$ cat config.mk
export PLATFORM = sky130hd
export DESIGN_NAME = cir_router
export DESIGN_NICKNAME = d
export VERILOG_FILES = /design/src/hw/cir_pkg.sv /design/src/hw/cir_router.sv /design/src/hw/cir_module_unit.sv
export VERILOG_INCLUDE_DIRS = /design/src /design/src/hw
export SDC_FILE = /design/constraint.sdc
export NUM_CORES = 1
export LEC_CHECK = 0
export BUFFER_PORTS_ARGS = -buffer_cell sky130_fd_sc_hd__buf_2
export CORE_MARGIN = 4
export CORE_UTILIZATION = 50
export CTS_CLUSTER_DIAMETER = 50
export DETAILED_ROUTE_END_ITERATION = 16
export PLACE_DENSITY = 0.76
export SYNTH_ARGS = -nofsm -noshare
export SYNTH_HDL_FRONTEND = slang
export SYNTH_SLANG_ARGS = --single-unit
export TNS_END_PERCENT = 1
$ cat constraint.sdc
create_clock -name clk -period 1.95 [get_ports clk]
set_input_delay 0.2925 -clock clk [delete_from_list [all_inputs] [get_ports clk]]
set_output_delay 0.2925 -clock clk [all_outputs]
set_load 0.01 [all_outputs]
$ cat src/hw/cir_params.svh
// Constants for the CAN interrupt router: register offsets, field positions, reset values.
// Assumes inclusion by bare name from the router package or modules.
`ifndef CIR_PARAMS_SVH
`define CIR_PARAMS_SVH
`define CIR_NUM_MODULES 3
`define CIR_NUM_SLOTS 16
`define CIR_NUM_ERRS 3
`define CIR_ERR_BUS 0
`define CIR_ERR_PASSIVE 1
`define CIR_ERR_BUSOFF 2
`define CIR_OFF_CTRL 12'h000
`define CIR_OFF_SLOT_STATUS 12'h004
`define CIR_OFF_SLOT_MASK 12'h008
`define CIR_OFF_ERROR_STATUS 12'h00C
`define CIR_OFF_ERROR_MASK 12'h010
`define CIR_OFF_SLOT_DIR 12'h014
`define CIR_OFF_VEC_REQUEST 12'h018
`define CIR_OFF_VEC_ENABLE 12'h01C
`define CIR_OFF_PENDING 12'h020
`define CIR_OFF_REQ_LEVEL 12'h024
`define CIR_MODULE_STRIDE 12'h040
`define CIR_GLOBAL_BASE 12'h0C0
`define CIR_OFF_COMBINE 12'h000
`define CIR_CTRL_SPLIT_BIT 0
`define CIR_RESET_WORD 32'h0000_0000
`endif

$ cat src/hw/cir_pkg.sv
// Types shared by the CAN interrupt router.
// Assumes the constants header is available on the include path.
`include "cir_params.svh"
package cir_pkg;
  typedef logic [`CIR_NUM_SLOTS-1:0] cir_slot_vec_t;
  typedef logic [`CIR_NUM_ERRS-1:0] cir_err_vec_t;
  typedef logic [2:0] cir_vec_t;
  typedef enum logic [1:0] {
    CIR_VEC_RX,
    CIR_VEC_TX,
    CIR_VEC_ERR
  } cir_vec_idx_t;
endpackage

$ cat src/hw/cir_router.sv
// Top of the CAN interrupt router: APB register file, three module units, pin combining.
// Assumes protocol cores drive one-cycle event pulses on clk and pins enter unsynchronised.
//
// The address map and the APB slave port were left to the implementer.
`timescale 1ns/1ps
`default_nettype none
// Notes on behaviour
// - Five source types per module exist.
// - Split select picks combined or separate requests.
// - Slot completion sets its slot status bit.
// - Error events set matching error status bits.
// - Combined request is any masked status bit.
// - Combined rising edge sets all three flags.
// - Enabled vector flag sets processor pending bit.
// - Held request gives no new edge.
// - Status and flags clear only by software.
// - Uncleared bits block new combined requests.
// - Receive request from masked receive slots.
// - Transmit request from masked transmit slots.
// - Error request from masked error bits.
// - Split edges set flags 0,1,2 respectively.
// - Held error request leaves flags unchanged.
// - Receive/transmit acknowledge needs only flag clear; the code also needs the masked slot status bits cleared.
// - Error acknowledge needs flag and status cleared.
// - Combination mode merges transmit, shares receive.
// - Different identifiers arbitrate through shared bus.
// - Idle controller acknowledges partner's frame.
// - Each controller keeps its own vectors.
// - Error counters may diverge in this mode.
module cir_router
  import cir_pkg::*;
(
  input wire logic clk,
  input wire logic rst,
  input wire logic psel,
  input wire logic penable,
  input wire logic pwrite,
  input wire logic [11:0] paddr,
  input wire logic [31:0] pwdata,
  output logic [31:0] prdata,
  output logic pready,
  output logic pslverr,
  input wire logic [`CIR_NUM_SLOTS-1:0] tx_done0,
  input wire logic [`CIR_NUM_SLOTS-1:0] rx_done0,
  input wire logic [`CIR_NUM_ERRS-1:0] err_event0,
  input wire logic [`CIR_NUM_SLOTS-1:0] tx_done1,
  input wire logic [`CIR_NUM_SLOTS-1:0] rx_done1,
  input wire logic [`CIR_NUM_ERRS-1:0] err_event1,
  input wire logic [`CIR_NUM_SLOTS-1:0] tx_done2,
  input wire logic [`CIR_NUM_SLOTS-1:0] rx_done2,
  input wire logic [`CIR_NUM_ERRS-1:0] err_event2,
  input wire logic core0_tx_n,
  input wire logic core2_tx_n,
  output logic combined_tx_pin,
  input wire logic combined_rx_pin,
  input wire logic core0_rx_pin,
  input wire logic core2_rx_pin,
  output logic core0_rx,
  output logic core2_rx,
  output logic [8:0] vector_pending_bit
);
  logic [2:0] split_sel;
  logic combine_mode;
  logic [`CIR_NUM_SLOTS-1:0] ev_tx [3];
  logic [`CIR_NUM_SLOTS-1:0] ev_rx [3];
  logic [`CIR_NUM_ERRS-1:0] ev_err [3];
  cir_slot_vec_t slot_status [3];
  cir_slot_vec_t slot_mask [3];
  cir_slot_vec_t slot_dir [3];
  cir_err_vec_t err_status [3];
  cir_err_vec_t err_mask [3];
  cir_vec_t vec_request [3];
  cir_vec_t vec_enable [3];
  cir_vec_t req_level [3];
  cir_vec_t pending_set [3];
  logic [8:0] pending_clr;
  logic [8:0] next_pending;
  logic access;
  logic ack;
  logic wr_en;
  logic [1:0] mod_idx;
  logic [11:0] mod_off;
  logic in_module;
  logic in_global;
  logic addr_ok;
  logic [31:0] rd_mux;
  logic [31:0] next_prdata;
  logic [2:0] sync_a;
  logic [2:0] sync_b;

  // Module index selection from a byte address.
  function automatic logic [1:0] mod_of(input logic [11:0] a);
    mod_of = a[7:6];
  endfunction

  // Register byte offset within a module window.
  function automatic logic [11:0] off_of(input logic [11:0] a);
    off_of = {6'h00, a[5:0]};
  endfunction

  // Bus decode: one wait state, so read data already stands in its flop when pready rises.
  assign access = psel & penable;
  assign wr_en = access & pwrite & ack;
  assign mod_idx = mod_of(paddr);
  assign mod_off = off_of(paddr);
  assign in_module = (paddr < `CIR_GLOBAL_BASE) && (mod_off <= `CIR_OFF_REQ_LEVEL) && (paddr[1:0] == 2'h0);
  assign in_global = (paddr == (`CIR_GLOBAL_BASE + `CIR_OFF_COMBINE));
  assign addr_ok = in_module | in_global;
  assign pready = ack;
  assign pslverr = access & ack & ~addr_ok;

  // Sources routed to each module; module 1 has no combination role.
  assign ev_tx[0] = tx_done0;
  assign ev_tx[1] = tx_done1;
  assign ev_tx[2] = tx_done2;
  assign ev_rx[0] = rx_done0;
  assign ev_rx[1] = rx_done1;
  assign ev_rx[2] = rx_done2;
  assign ev_err[0] = err_event0;
  assign ev_err[1] = err_event1;
  assign ev_err[2] = err_event2;

  // One unit per module; each keeps its own three vectors in combination mode too.
  genvar g;
  generate
    for (g = 0; g < 3; g++) begin : g_mod
      logic sel;
      assign sel = wr_en & in_module & (mod_idx == 2'(g));
      cir_module_unit u_unit (
        .clk(clk),
        .rst(rst),
        .split_sel(split_sel[g]),
        .tx_done(ev_tx[g]),
        .rx_done(ev_rx[g]),
        .err_event(ev_err[g]),
        .wr_slot_status(sel & (mod_off == `CIR_OFF_SLOT_STATUS)),
        .wr_slot_mask(sel & (mod_off == `CIR_OFF_SLOT_MASK)),
        .wr_err_status(sel & (mod_off == `CIR_OFF_ERROR_STATUS)),
        .wr_err_mask(sel & (mod_off == `CIR_OFF_ERROR_MASK)),
        .wr_vec_request(sel & (mod_off == `CIR_OFF_VEC_REQUEST)),
        .wr_vec_enable(sel & (mod_off == `CIR_OFF_VEC_ENABLE)),
        .wdata(pwdata),
        .slot_status(slot_status[g]),
        .slot_mask(slot_mask[g]),
        .slot_dir(slot_dir[g]),
        .err_status(err_status[g]),
        .err_mask(err_mask[g]),
        .vec_request(vec_request[g]),
        .vec_enable(vec_enable[g]),
        .req_level(req_level[g]),
        .pending_set(pending_set[g])
      );
      assign pending_clr[3*g +: 3] = (sel & (mod_off == `CIR_OFF_PENDING))
        ? ~pwdata[2:0] : 3'h0;
    end
  endgenerate

  // Pending bits: enabled flag rises set them, software writes 0 to clear; set wins.
  assign next_pending = (vector_pending_bit & ~pending_clr)
    | {pending_set[2], pending_set[1], pending_set[0]};

  // Read mux over the module windows and the global register.
  always_comb begin
    rd_mux = `CIR_RESET_WORD;
    if (in_global) begin
      rd_mux = {31'h0, combine_mode};
    end else if (in_module && mod_idx != 2'h3) begin
      case (mod_off)
        `CIR_OFF_CTRL: rd_mux = {31'h0, split_sel[mod_idx]};
        `CIR_OFF_SLOT_STATUS: rd_mux = {16'h0, slot_status[mod_idx]};
        `CIR_OFF_SLOT_MASK: rd_mux = {16'h0, slot_mask[mod_idx]};
        `CIR_OFF_ERROR_STATUS: rd_mux = {29'h0, err_status[mod_idx]};
        `CIR_OFF_ERROR_MASK: rd_mux = {29'h0, err_mask[mod_idx]};
        `CIR_OFF_SLOT_DIR: rd_mux = {16'h0, slot_dir[mod_idx]};
        `CIR_OFF_VEC_REQUEST: rd_mux = {29'h0, vec_request[mod_idx]};
        `CIR_OFF_VEC_ENABLE: rd_mux = {29'h0, vec_enable[mod_idx]};
        `CIR_OFF_PENDING: rd_mux = {29'h0, vector_pending_bit[3*mod_idx +: 3]};
        `CIR_OFF_REQ_LEVEL: rd_mux = {29'h0, req_level[mod_idx]};
        default: rd_mux = `CIR_RESET_WORD;
      endcase
    end
  end
  assign next_prdata = (access & ~pwrite & ~ack) ? rd_mux : prdata;

  // Control registers: split select per module and the combination mode bit.
  always_ff @(posedge clk) begin
    if (rst) begin
      split_sel <= 3'h0;
      combine_mode <= 1'b0;
    end else if (wr_en) begin
      if (in_module && mod_off == `CIR_OFF_CTRL && mod_idx != 2'h3)
        split_sel[mod_idx] <= pwdata[`CIR_CTRL_SPLIT_BIT];
      if (in_global)
        combine_mode <= pwdata[0];
    end
  end

  // Pending bits, read data and the wait-state flag that completes each access.
  always_ff @(posedge clk) begin
    if (rst) begin
      vector_pending_bit <= 9'h000;
      prdata <= `CIR_RESET_WORD;
      ack <= 1'b0;
    end else begin
      vector_pending_bit <= next_pending;
      prdata <= next_prdata;
      ack <= access & ~ack;
    end
  end

  // Two-stage synchronisers for the three receive pins.
  always_ff @(posedge clk) begin
    if (rst) begin
      sync_a <= 3'h7;
      sync_b <= 3'h7;
    end else begin
      sync_a <= {core2_rx_pin, core0_rx_pin, combined_rx_pin};
      sync_b <= sync_a;
    end
  end

  // Combination mode: both cores see the shared line, which also carries their own
  // wired-AND bits, so arbitration and cross acknowledgement happen naturally.
  assign core0_rx = combine_mode ? sync_b[0] : sync_b[1];
  assign core2_rx = combine_mode ? sync_b[0] : sync_b[2];

  // Merged transmit: dominant low wins, plain AND; core 0 alone when not combined.
  assign combined_tx_pin = combine_mode ? (core0_tx_n & core2_tx_n) : core0_tx_n;
endmodule
`default_nettype wire

$ cat src/hw/cir_module_unit.sv
// One CAN module's status, mask, request and vector flag logic.
// Assumes event inputs are single-cycle pulses from logic on clk and software writes come decoded.
`timescale 1ns/1ps
`default_nettype none
module cir_module_unit
  import cir_pkg::*;
(
  input wire logic clk,
  input wire logic rst,
  input wire logic split_sel,
  input wire cir_slot_vec_t tx_done,
  input wire cir_slot_vec_t rx_done,
  input wire cir_err_vec_t err_event,
  input wire logic wr_slot_status,
  input wire logic wr_slot_mask,
  input wire logic wr_err_status,
  input wire logic wr_err_mask,
  input wire logic wr_vec_request,
  input wire logic wr_vec_enable,
  input wire logic [31:0] wdata,
  output cir_slot_vec_t slot_status,
  output cir_slot_vec_t slot_mask,
  output cir_slot_vec_t slot_dir,
  output cir_err_vec_t err_status,
  output cir_err_vec_t err_mask,
  output cir_vec_t vec_request,
  output cir_vec_t vec_enable,
  output cir_vec_t req_level,
  output cir_vec_t pending_set
);
  cir_slot_vec_t next_slot_status;
  cir_slot_vec_t next_slot_dir;
  cir_err_vec_t next_err_status;
  cir_vec_t next_vec_request;
  cir_vec_t req_prev;
  cir_vec_t req_rise;
  cir_slot_vec_t slot_hit;
  logic rx_req;
  logic tx_req;
  logic err_req;
  logic comb_req;

  // Status bits: events set, software writes 0 to clear; a set in the same cycle wins.
  assign next_slot_status = (wr_slot_status ? (slot_status & wdata[`CIR_NUM_SLOTS-1:0]) : slot_status)
    | tx_done | rx_done;
  assign next_err_status = (wr_err_status ? (err_status & wdata[`CIR_NUM_ERRS-1:0]) : err_status)
    | err_event;
  // Direction memory: 1 marks a slot last set by a transmission.
  assign next_slot_dir = (slot_dir & ~rx_done) | tx_done;

  // Masked request levels for both request styles.
  assign slot_hit = slot_status & slot_mask;
  assign rx_req = |(slot_hit & ~slot_dir);
  assign tx_req = |(slot_hit & slot_dir);
  assign err_req = |(err_status & err_mask);
  assign comb_req = |slot_hit | err_req;
  assign req_level = split_sel ? {err_req, tx_req, rx_req} : {3{comb_req}};

  // Single-cycle rising edge pulses per request line; a held level gives none.
  assign req_rise = req_level & ~req_prev;
  assign next_vec_request = (wr_vec_request ? (vec_request & wdata[2:0]) : vec_request) | req_rise;
  assign pending_set = next_vec_request & ~vec_request & vec_enable;

  // Status, error status and direction registers.
  always_ff @(posedge clk) begin
    if (rst) begin
      slot_status <= '0;
      slot_dir <= '0;
      err_status <= '0;
    end else begin
      slot_status <= next_slot_status;
      slot_dir <= next_slot_dir;
      err_status <= next_err_status;
    end
  end

  // Mask and enable registers written by software.
  always_ff @(posedge clk) begin
    if (rst) begin
      slot_mask <= '0;
      err_mask <= '0;
      vec_enable <= '0;
    end else begin
      if (wr_slot_mask) slot_mask <= wdata[`CIR_NUM_SLOTS-1:0];
      if (wr_err_mask) err_mask <= wdata[`CIR_NUM_ERRS-1:0];
      if (wr_vec_enable) vec_enable <= wdata[2:0];
    end
  end

  // Vector flags and the delayed request copy for edge detection.
  always_ff @(posedge clk) begin
    if (rst) begin
      vec_request <= '0;
      req_prev <= '0;
    end else begin
      vec_request <= next_vec_request;
      req_prev <= req_level;
    end
  end
endmodule
`default_nettype wire

# [After elaboration in Yosys (flattened, before gate mapping)]
# Index checks and enable logic that the tools add are counted.
[word_totals] register_bits=241 latchBits=0 mem_bits_rw=0 rom_bits=0 inputBits=159 output_inout_bits=46 word_cells=230 n_memories=0
[op_classes] add_sub_neg=0 multipliers=1 div_mod_pow=0 magnitude_cmp=5 n_eq_ne=13 shifts=1 muxes=50 bitwise_logic=106 n_reduce_logical=23
[op_table] op="AND 16 bit" n=15
[op_table] op="two-way mux 16 bit" n=11
[op_table] op="case mux 16 bit (10 select lines)" n=1
[op_table] op="OR 16 bit" n=9
[op_table] op="OR reduction 16 bit" n=9
[op_table] op="binary-select mux 16 bit (select 2 bit)" n=3
[op_table] op="inverter 16 bit" n=6
[op_table] op="two-way mux 3 bit" n=22
[op_table] op="AND 3 bit" n=18
[op_table] op="AND 1 bit" n=34
[op_table] op="binary-select mux 3 bit (select 2 bit)" n=5
[op_table] op="equality test 6 x 5 -> 1 bit (second input constant)" n=4
[op_table] op="inverter 3 bit" n=7
[op_table] op="OR 3 bit" n=6
[op_table] op="equality test 12 x 8 -> 1 bit (second input constant)" n=1
[op_table] op="equality test 6 x 4 -> 1 bit (second input constant)" n=2
[op_table] op="equality test 6 bit (second input constant)" n=2
[op_table] op="logical NOT 12 bit" n=1
[op_table] op="less-than comparator 12 x 8 -> 1 bit (second input constant)" n=1
[op_table] op="AND 9 bit" n=1
[op_table] op="inverter 9 bit" n=1
[op_table] op="OR 9 bit" n=1
[op_table] op="OR reduction 3 bit" n=3
[op_table] op="variable part select 9 x 5 -> 3 bit" n=1
[op_table] op="19 further kinds" n=35

# [Depth between registers and ports, before layout]
[depth] ltp_word=11 mapped_depth=10 ltp_nobuf=6

# [Hierarchy]
# A second synthesis with hierarchy kept.
[unflattened] cells_unflattened=1384 hier_area_um2=11182.0
[modules_own_cells] mod="cir_module_unit" n_inst=3 cells_per_inst=304 area_each_um2=2611.3
[modules_own_cells] mod="cir_router" n_inst=1 cells_per_inst=472 area_each_um2=3348.2

# [Worst setup path before layout]
# Ideal clock, no wire load.
[synth_timing] path_kind="input -> register" start="in paddr[9]" end="reg g_mod[2].u_unit.slot_mask[10]" setup_ns=0.069 arrival_time_ns=1.875 setup_slack_ns=0.006 cell_stages=9 n_path_buf=3 cell_sequence="nor4_4 nand3_1 buf_6 or3_1 buf_6 nor3_4 buf_6 nand2_1 a21oi_2"
[synth_via] elab_chain_cells=6
[synth_lines] element="start, declared" line_no="cir_router.sv:38" rtl="input wire logic [11:0] paddr,"
[synth_lines] element="less-than comparator 12 x 8 -> 1 bit (no line)"
[synth_lines] element="logical AND 1 bit (2 in a row)" line_no="cir_router.sv:106" rtl="assign in_module = (paddr < `CIR_GLOBAL_BASE) && (mod_off <= `CIR_OFF_REQ_LEVEL) && (paddr[1:0] == 2'h0);"
[synth_lines] element="AND 1 bit (2 in a row)" line_no="cir_router.sv:128" rtl="assign sel = wr_en & in_module & (mod_idx == 2'(g));"
[synth_lines] element="AND 1 bit" line_no="cir_router.sv:137" rtl=".wr_slot_mask(sel & (mod_off == `CIR_OFF_SLOT_MASK)),"
[synth_lines] element="end signal, assigned" line_no="cir_module_unit.sv:84" rtl="if (wr_slot_mask) slot_mask <= wdata[`CIR_NUM_SLOTS-1:0];"
[synth_lines] element="end, declared" line_no="cir_module_unit.sv:22" rtl="output cir_slot_vec_t slot_mask,"
# No other way between the ends.
# A chain may end at the register's enable or synchronous reset.

# [Worst setup path after layout]
[layout_timing] start="reg g_mod[2].u_unit.slot_status[13]" end="reg prdata[0]"
[layout_via] elab_chain_cells=10
[layout_lines] element="start, declared" line_no="cir_module_unit.sv:21" rtl="output cir_slot_vec_t slot_status,"
[layout_lines] element="start signal, assigned" line_no="cir_module_unit.sv:71" rtl="slot_status <= next_slot_status;"
[layout_lines] element="AND 16 bit (*)" line_no="cir_module_unit.sv:52" rtl="assign slot_hit = slot_status & slot_mask;"
[layout_lines] element="OR reduction 16 bit / AND 16 bit (equally long branches)" line_no="cir_module_unit.sv:56, cir_module_unit.sv:53"
[layout_lines] element="OR 1 bit / OR reduction 16 bit (equally long branches)" line_no="cir_module_unit.sv:56, cir_module_unit.sv:53"
[layout_lines] element="two-way mux 3 bit (*)" line_no="cir_module_unit.sv:57" rtl="assign req_level = split_sel ? {err_req, tx_req, rx_req} : {3{comb_req}};"
[layout_lines] element="binary-select mux 3 bit (select 2 bit) (*)" line_no="cir_router.sv:178" rtl="`CIR_OFF_REQ_LEVEL: rd_mux = {29'h0, req_level[mod_idx]};"
[layout_lines] element="two-way mux 3 bit (implied by the code) (*) (2 in a row)" line_no="cir_router.sv:178"
[layout_lines] element="case mux 16 bit (10 select lines) (*)" line_no="cir_router.sv:168" rtl="case (mod_off)"
[layout_lines] element="two-way mux 16 bit (*)" line_no="cir_router.sv:167" rtl="end else if (in_module && mod_idx != 2'h3) begin"
[layout_lines] element="two-way mux 16 bit (*)" line_no="cir_router.sv:165" rtl="if (in_global) begin"
[layout_lines] element="end signal, assigned" line_no="cir_router.sv:202" rtl="prdata <= `CIR_RESET_WORD;"
[layout_lines] element="end signal, assigned" line_no="cir_router.sv:206" rtl="prdata <= next_prdata;"
[layout_lines] element="end, declared" line_no="cir_router.sv:40" rtl="output logic [31:0] prdata,"
# Mark *: on every way between the ends. The rest lies on a longest branch, timed or not. The select of a mux whose other input is x is not followed.

==> impl_metrics.ini <==
[yosys]
ys.warnings.count = 0
ys_ff_latch = 225
syn-mean-instance-area_sq_um = 7.93
synthTopCellsByArea = dfxtp_1, a21oi_1, mux2i_1
synth_edf_count = 0
syn_area_sq_um = 11100
async_reset_ff_share_pct = 0
yosys.area.top_type = dfxtp_1
ys.flop_type = dfxtp_1
synth_cells = 1393
ys_seq_area_share_pct = 40.8
ys_types = 56
synth.top_cell.area_share_pct = 40.8

[timing]
max-slew-margin-rel_pct = 41.2
tightest_slew_ns = 0.882
setup_viol = 3
fin_skew_ns = 0.0209
drv_slew = 0
min_period_ns = 1.99
fin_crit_sh_pct = 102
finalWorstSetupSlack_ns = -0.0419
rsz0062_at_grt = yes
finalHoldViolations = 0
fmax_ghz = 0.502

[drt]
drtAntennaViolNets = 0
vias = 12300
wirelength_um = 43200
firstDrtPassIters = 6
vias_per_cell = 5.94
wl_per_cell_um = 20.9
drc = 0
drtIter0Drc = 1289

[clocking]
cts_tree = done
cts.clk_slew.worst_paths_ns = 0.06
clk_path_buf_depth = 3
root_buffer = clkbuf_16
postCtsSetupRepairBufs = 0
cts_sinks = 225
clk_latency_ns = 0.55
numCtsBuffers = 30
ctsHtreeMaxLevel = 1

[placement]
portBuffers = 172
hpwlAfterDp_um = 31600
finalWeightedCongestion = 1.03
pre_cts_ws_ns = -0.319

[layout]
areaGrowthSynthToFinish_pct = 36.2
final_common_cell = dfxtp_1
drive_gt1_share_pct = 24.8
layout_common_cells = dfxtp_1, nand2_1, buf_4
antenna_cells = 0
fillCellCount = 1797
nets = 1926
final_util_pct = 69.2

[floorplanning]
die_y_um = 157
io_pins = 205
core_sq_um = 21800
die_area_sq_um = 24500
rows = 54
start_util_pct = 50.8
dieWidth_um = 157

[setup_path]
start_kind = flop
critPathRequiredTime_ns = 2.37
arrival_ns = 2.41
crit_type = flop to flop
crit_path_end_kind = flop
critPathMaxFanout = 2

[global_routing]
grt_overflow = 0
grt_pass1_wl_um = 65400
grt_max_degree = 183
grt_usage_pct = 34.0
first_global_vias = 12200
antenna_found_initial = 0

[pwr]
power.density_nw_per_um2 = 761
ir_drop_mv = 0.653
p_leak_nw = 6.35

[outcome]
failed_checks = negative setup slack
status = finished with violations

[min_path]
hp-class = input port to flop

[run]
drv_cap = 0
## path summary, 6_finish.rpt
| path | startpoint | to | slack (ns) | cells after the start |
|---|---|---|---|---|
| worst max-delay path | g_mod[2].u_unit.slot_status[13] | prdata[0] | -0.04 | 6 |
| worst min register to register | sync_a[0] | sync_b[0] | 0.41 | 1 |
| worst min-delay path | rx_done0[7] | g_mod[0].u_unit.slot_status[7] | 0.002 | 3 |
| worst max register to register | g_mod[2].u_unit.slot_status[13] | prdata[0] | -0.04 | 6 |
## area by class of cell
class	instances	area [sq um]	share of cell area, %
clock buffer	41	823	5.47
clock inverter	11	129	0.856
inverter	57	214	1.42
multi-input combinational	1031	5990	39.8
sequential	225	4510	30.0
tap	280	350	2.33
timing repair buffer	422	3030	20.2
## registers in the layout (all words and copies together), names as in the netlist
| register | flops |
|---|---|
| g_mod.u_unit.slot_dir | 48 |
| g_mod.u_unit.slot_mask | 48 |
| g_mod.u_unit.slot_status | 48 |
| prdata | 16 |
| g_mod.u_unit.err_mask | 9 |
| g_mod.u_unit.err_status | 9 |
| g_mod.u_unit.req_prev | 9 |
| g_mod.u_unit.vec_enable | 9 |
| g_mod.u_unit.vec_request | 9 |
| vector_pending_bit | 9 |
| split_sel | 3 |
| sync_a | 3 |
| sync_b | 3 |
| combine_mode | 1 |
| pready | 1 |
## per-stage QoR
| step | cells | TNS (ns) | power (mW) | cell area [sq um] | hold WS [ns] |
|---|---|---|---|---|---|
| 2_1_floorplan | 1408 | 0 | 5.48 | 11100 | 0.389 |
| 5_1_grt | 2067 | -0.0973 | 11.8 | 15000 | 0.0101 |
| 3_5_place_dp | 1947 | -24.11 | 6.08 | 13400 | 0.396 |
| 3_3_place_gp | 1947 | -19.07 | 6.06 | 13400 | 0.392 |
| 6_report | 2067 | -0.102 | 11.4 | 15000 | 0.00161 |
| 4_1_cts | 2067 | 0 | 11.5 | 15000 | 0.000132 |
## critical path, cell delays in order (launching register included)
cell	delay (ns)
dfxtp_1	0.31
nand2_1	0.21
o22ai_2	0.13
nor4_1	0.58
a31oi_1	0.27
a32oi_1	0.26
nand3_1	0.09
## Yosys cell counts, types with 2 or more instances
master / instances
nor3_1: 11
nand3_1: 78
a22oi_1: 52
a21oi_2: 10
buf_1: 9
mux2i_1: 79
nor3_4: 3
nand4b_1: 2
a222oi_1: 5
or4b_2: 2
nand3b_1: 13
or4_1: 2
inv_1: 57
a21o_1: 2
nor2_4: 2
a21oi_1: 170
o21a_1: 2
clkbuf_1: 52
buf_6: 3
nor4_4: 2
nand2b_1: 10
o21ai_0: 38
o2111ai_1: 5
nor2b_1: 9
a211oi_1: 2
nor4_1: 7
buf_2: 15
or2_2: 7
nor2_2: 2
a31oi_1: 5
nand2_1: 178
o22ai_1: 13
o221ai_1: 4
dfxtp_1: 225
nand4bb_1: 5
o21ai_1: 28
nand4_1: 20
o2bb2ai_1: 60
nor2_1: 156
or3_1: 5
buf_4: 16
nor3_2: 4
o31ai_1: 10
## what timing repair did
| action | 4_1_cts | 5_1_grt |
|---|---|---|
| gates resized for setup | 2 | 14 |
| pin swaps | 1 | 2 |
| setup endpoints to repair | 2 | 9 |
| endpoints found under the hold margin | 70 | 0 |
| hold buffers | 68 | 0 |
## metal layers
metal / vias to the layer above / routed length, um / part of all wire, % / track usage [%]
met2: 642 / 20500 / 47 / 58.2
met3: 180 / 3760 / 8.7 / 6.11
met1: 5748 / 16200 / 38 / 40.7
met4: 0 / 2780 / 6.4 / 17.8
li1: 5711 / - / - / -
met5: - / 0 / 0 / 0
## cells by family after synthesis
kind of cell / after synthesis / share of synthesized area [%]
flops: 225 / 40.8
other cells: 1 / 0.0339
mux: 79 / 7.16
simple gates: 523 / 22.4
buf+inv: 152 / 6.08
compound gates: 413 / 23.6
## power breakdown
part / leakage [nW] / total [mW] / internal [mW] / switching, mW
clock: 0.464 / 5.31 / 3.22 / 2.09
combinational: 4.03 / 1.21 / 0.551 / 0.661
sequential: 1.85 / 4.92 / 4.76 / 0.166
No activity file was read; power rests on OpenSTA's default activity.
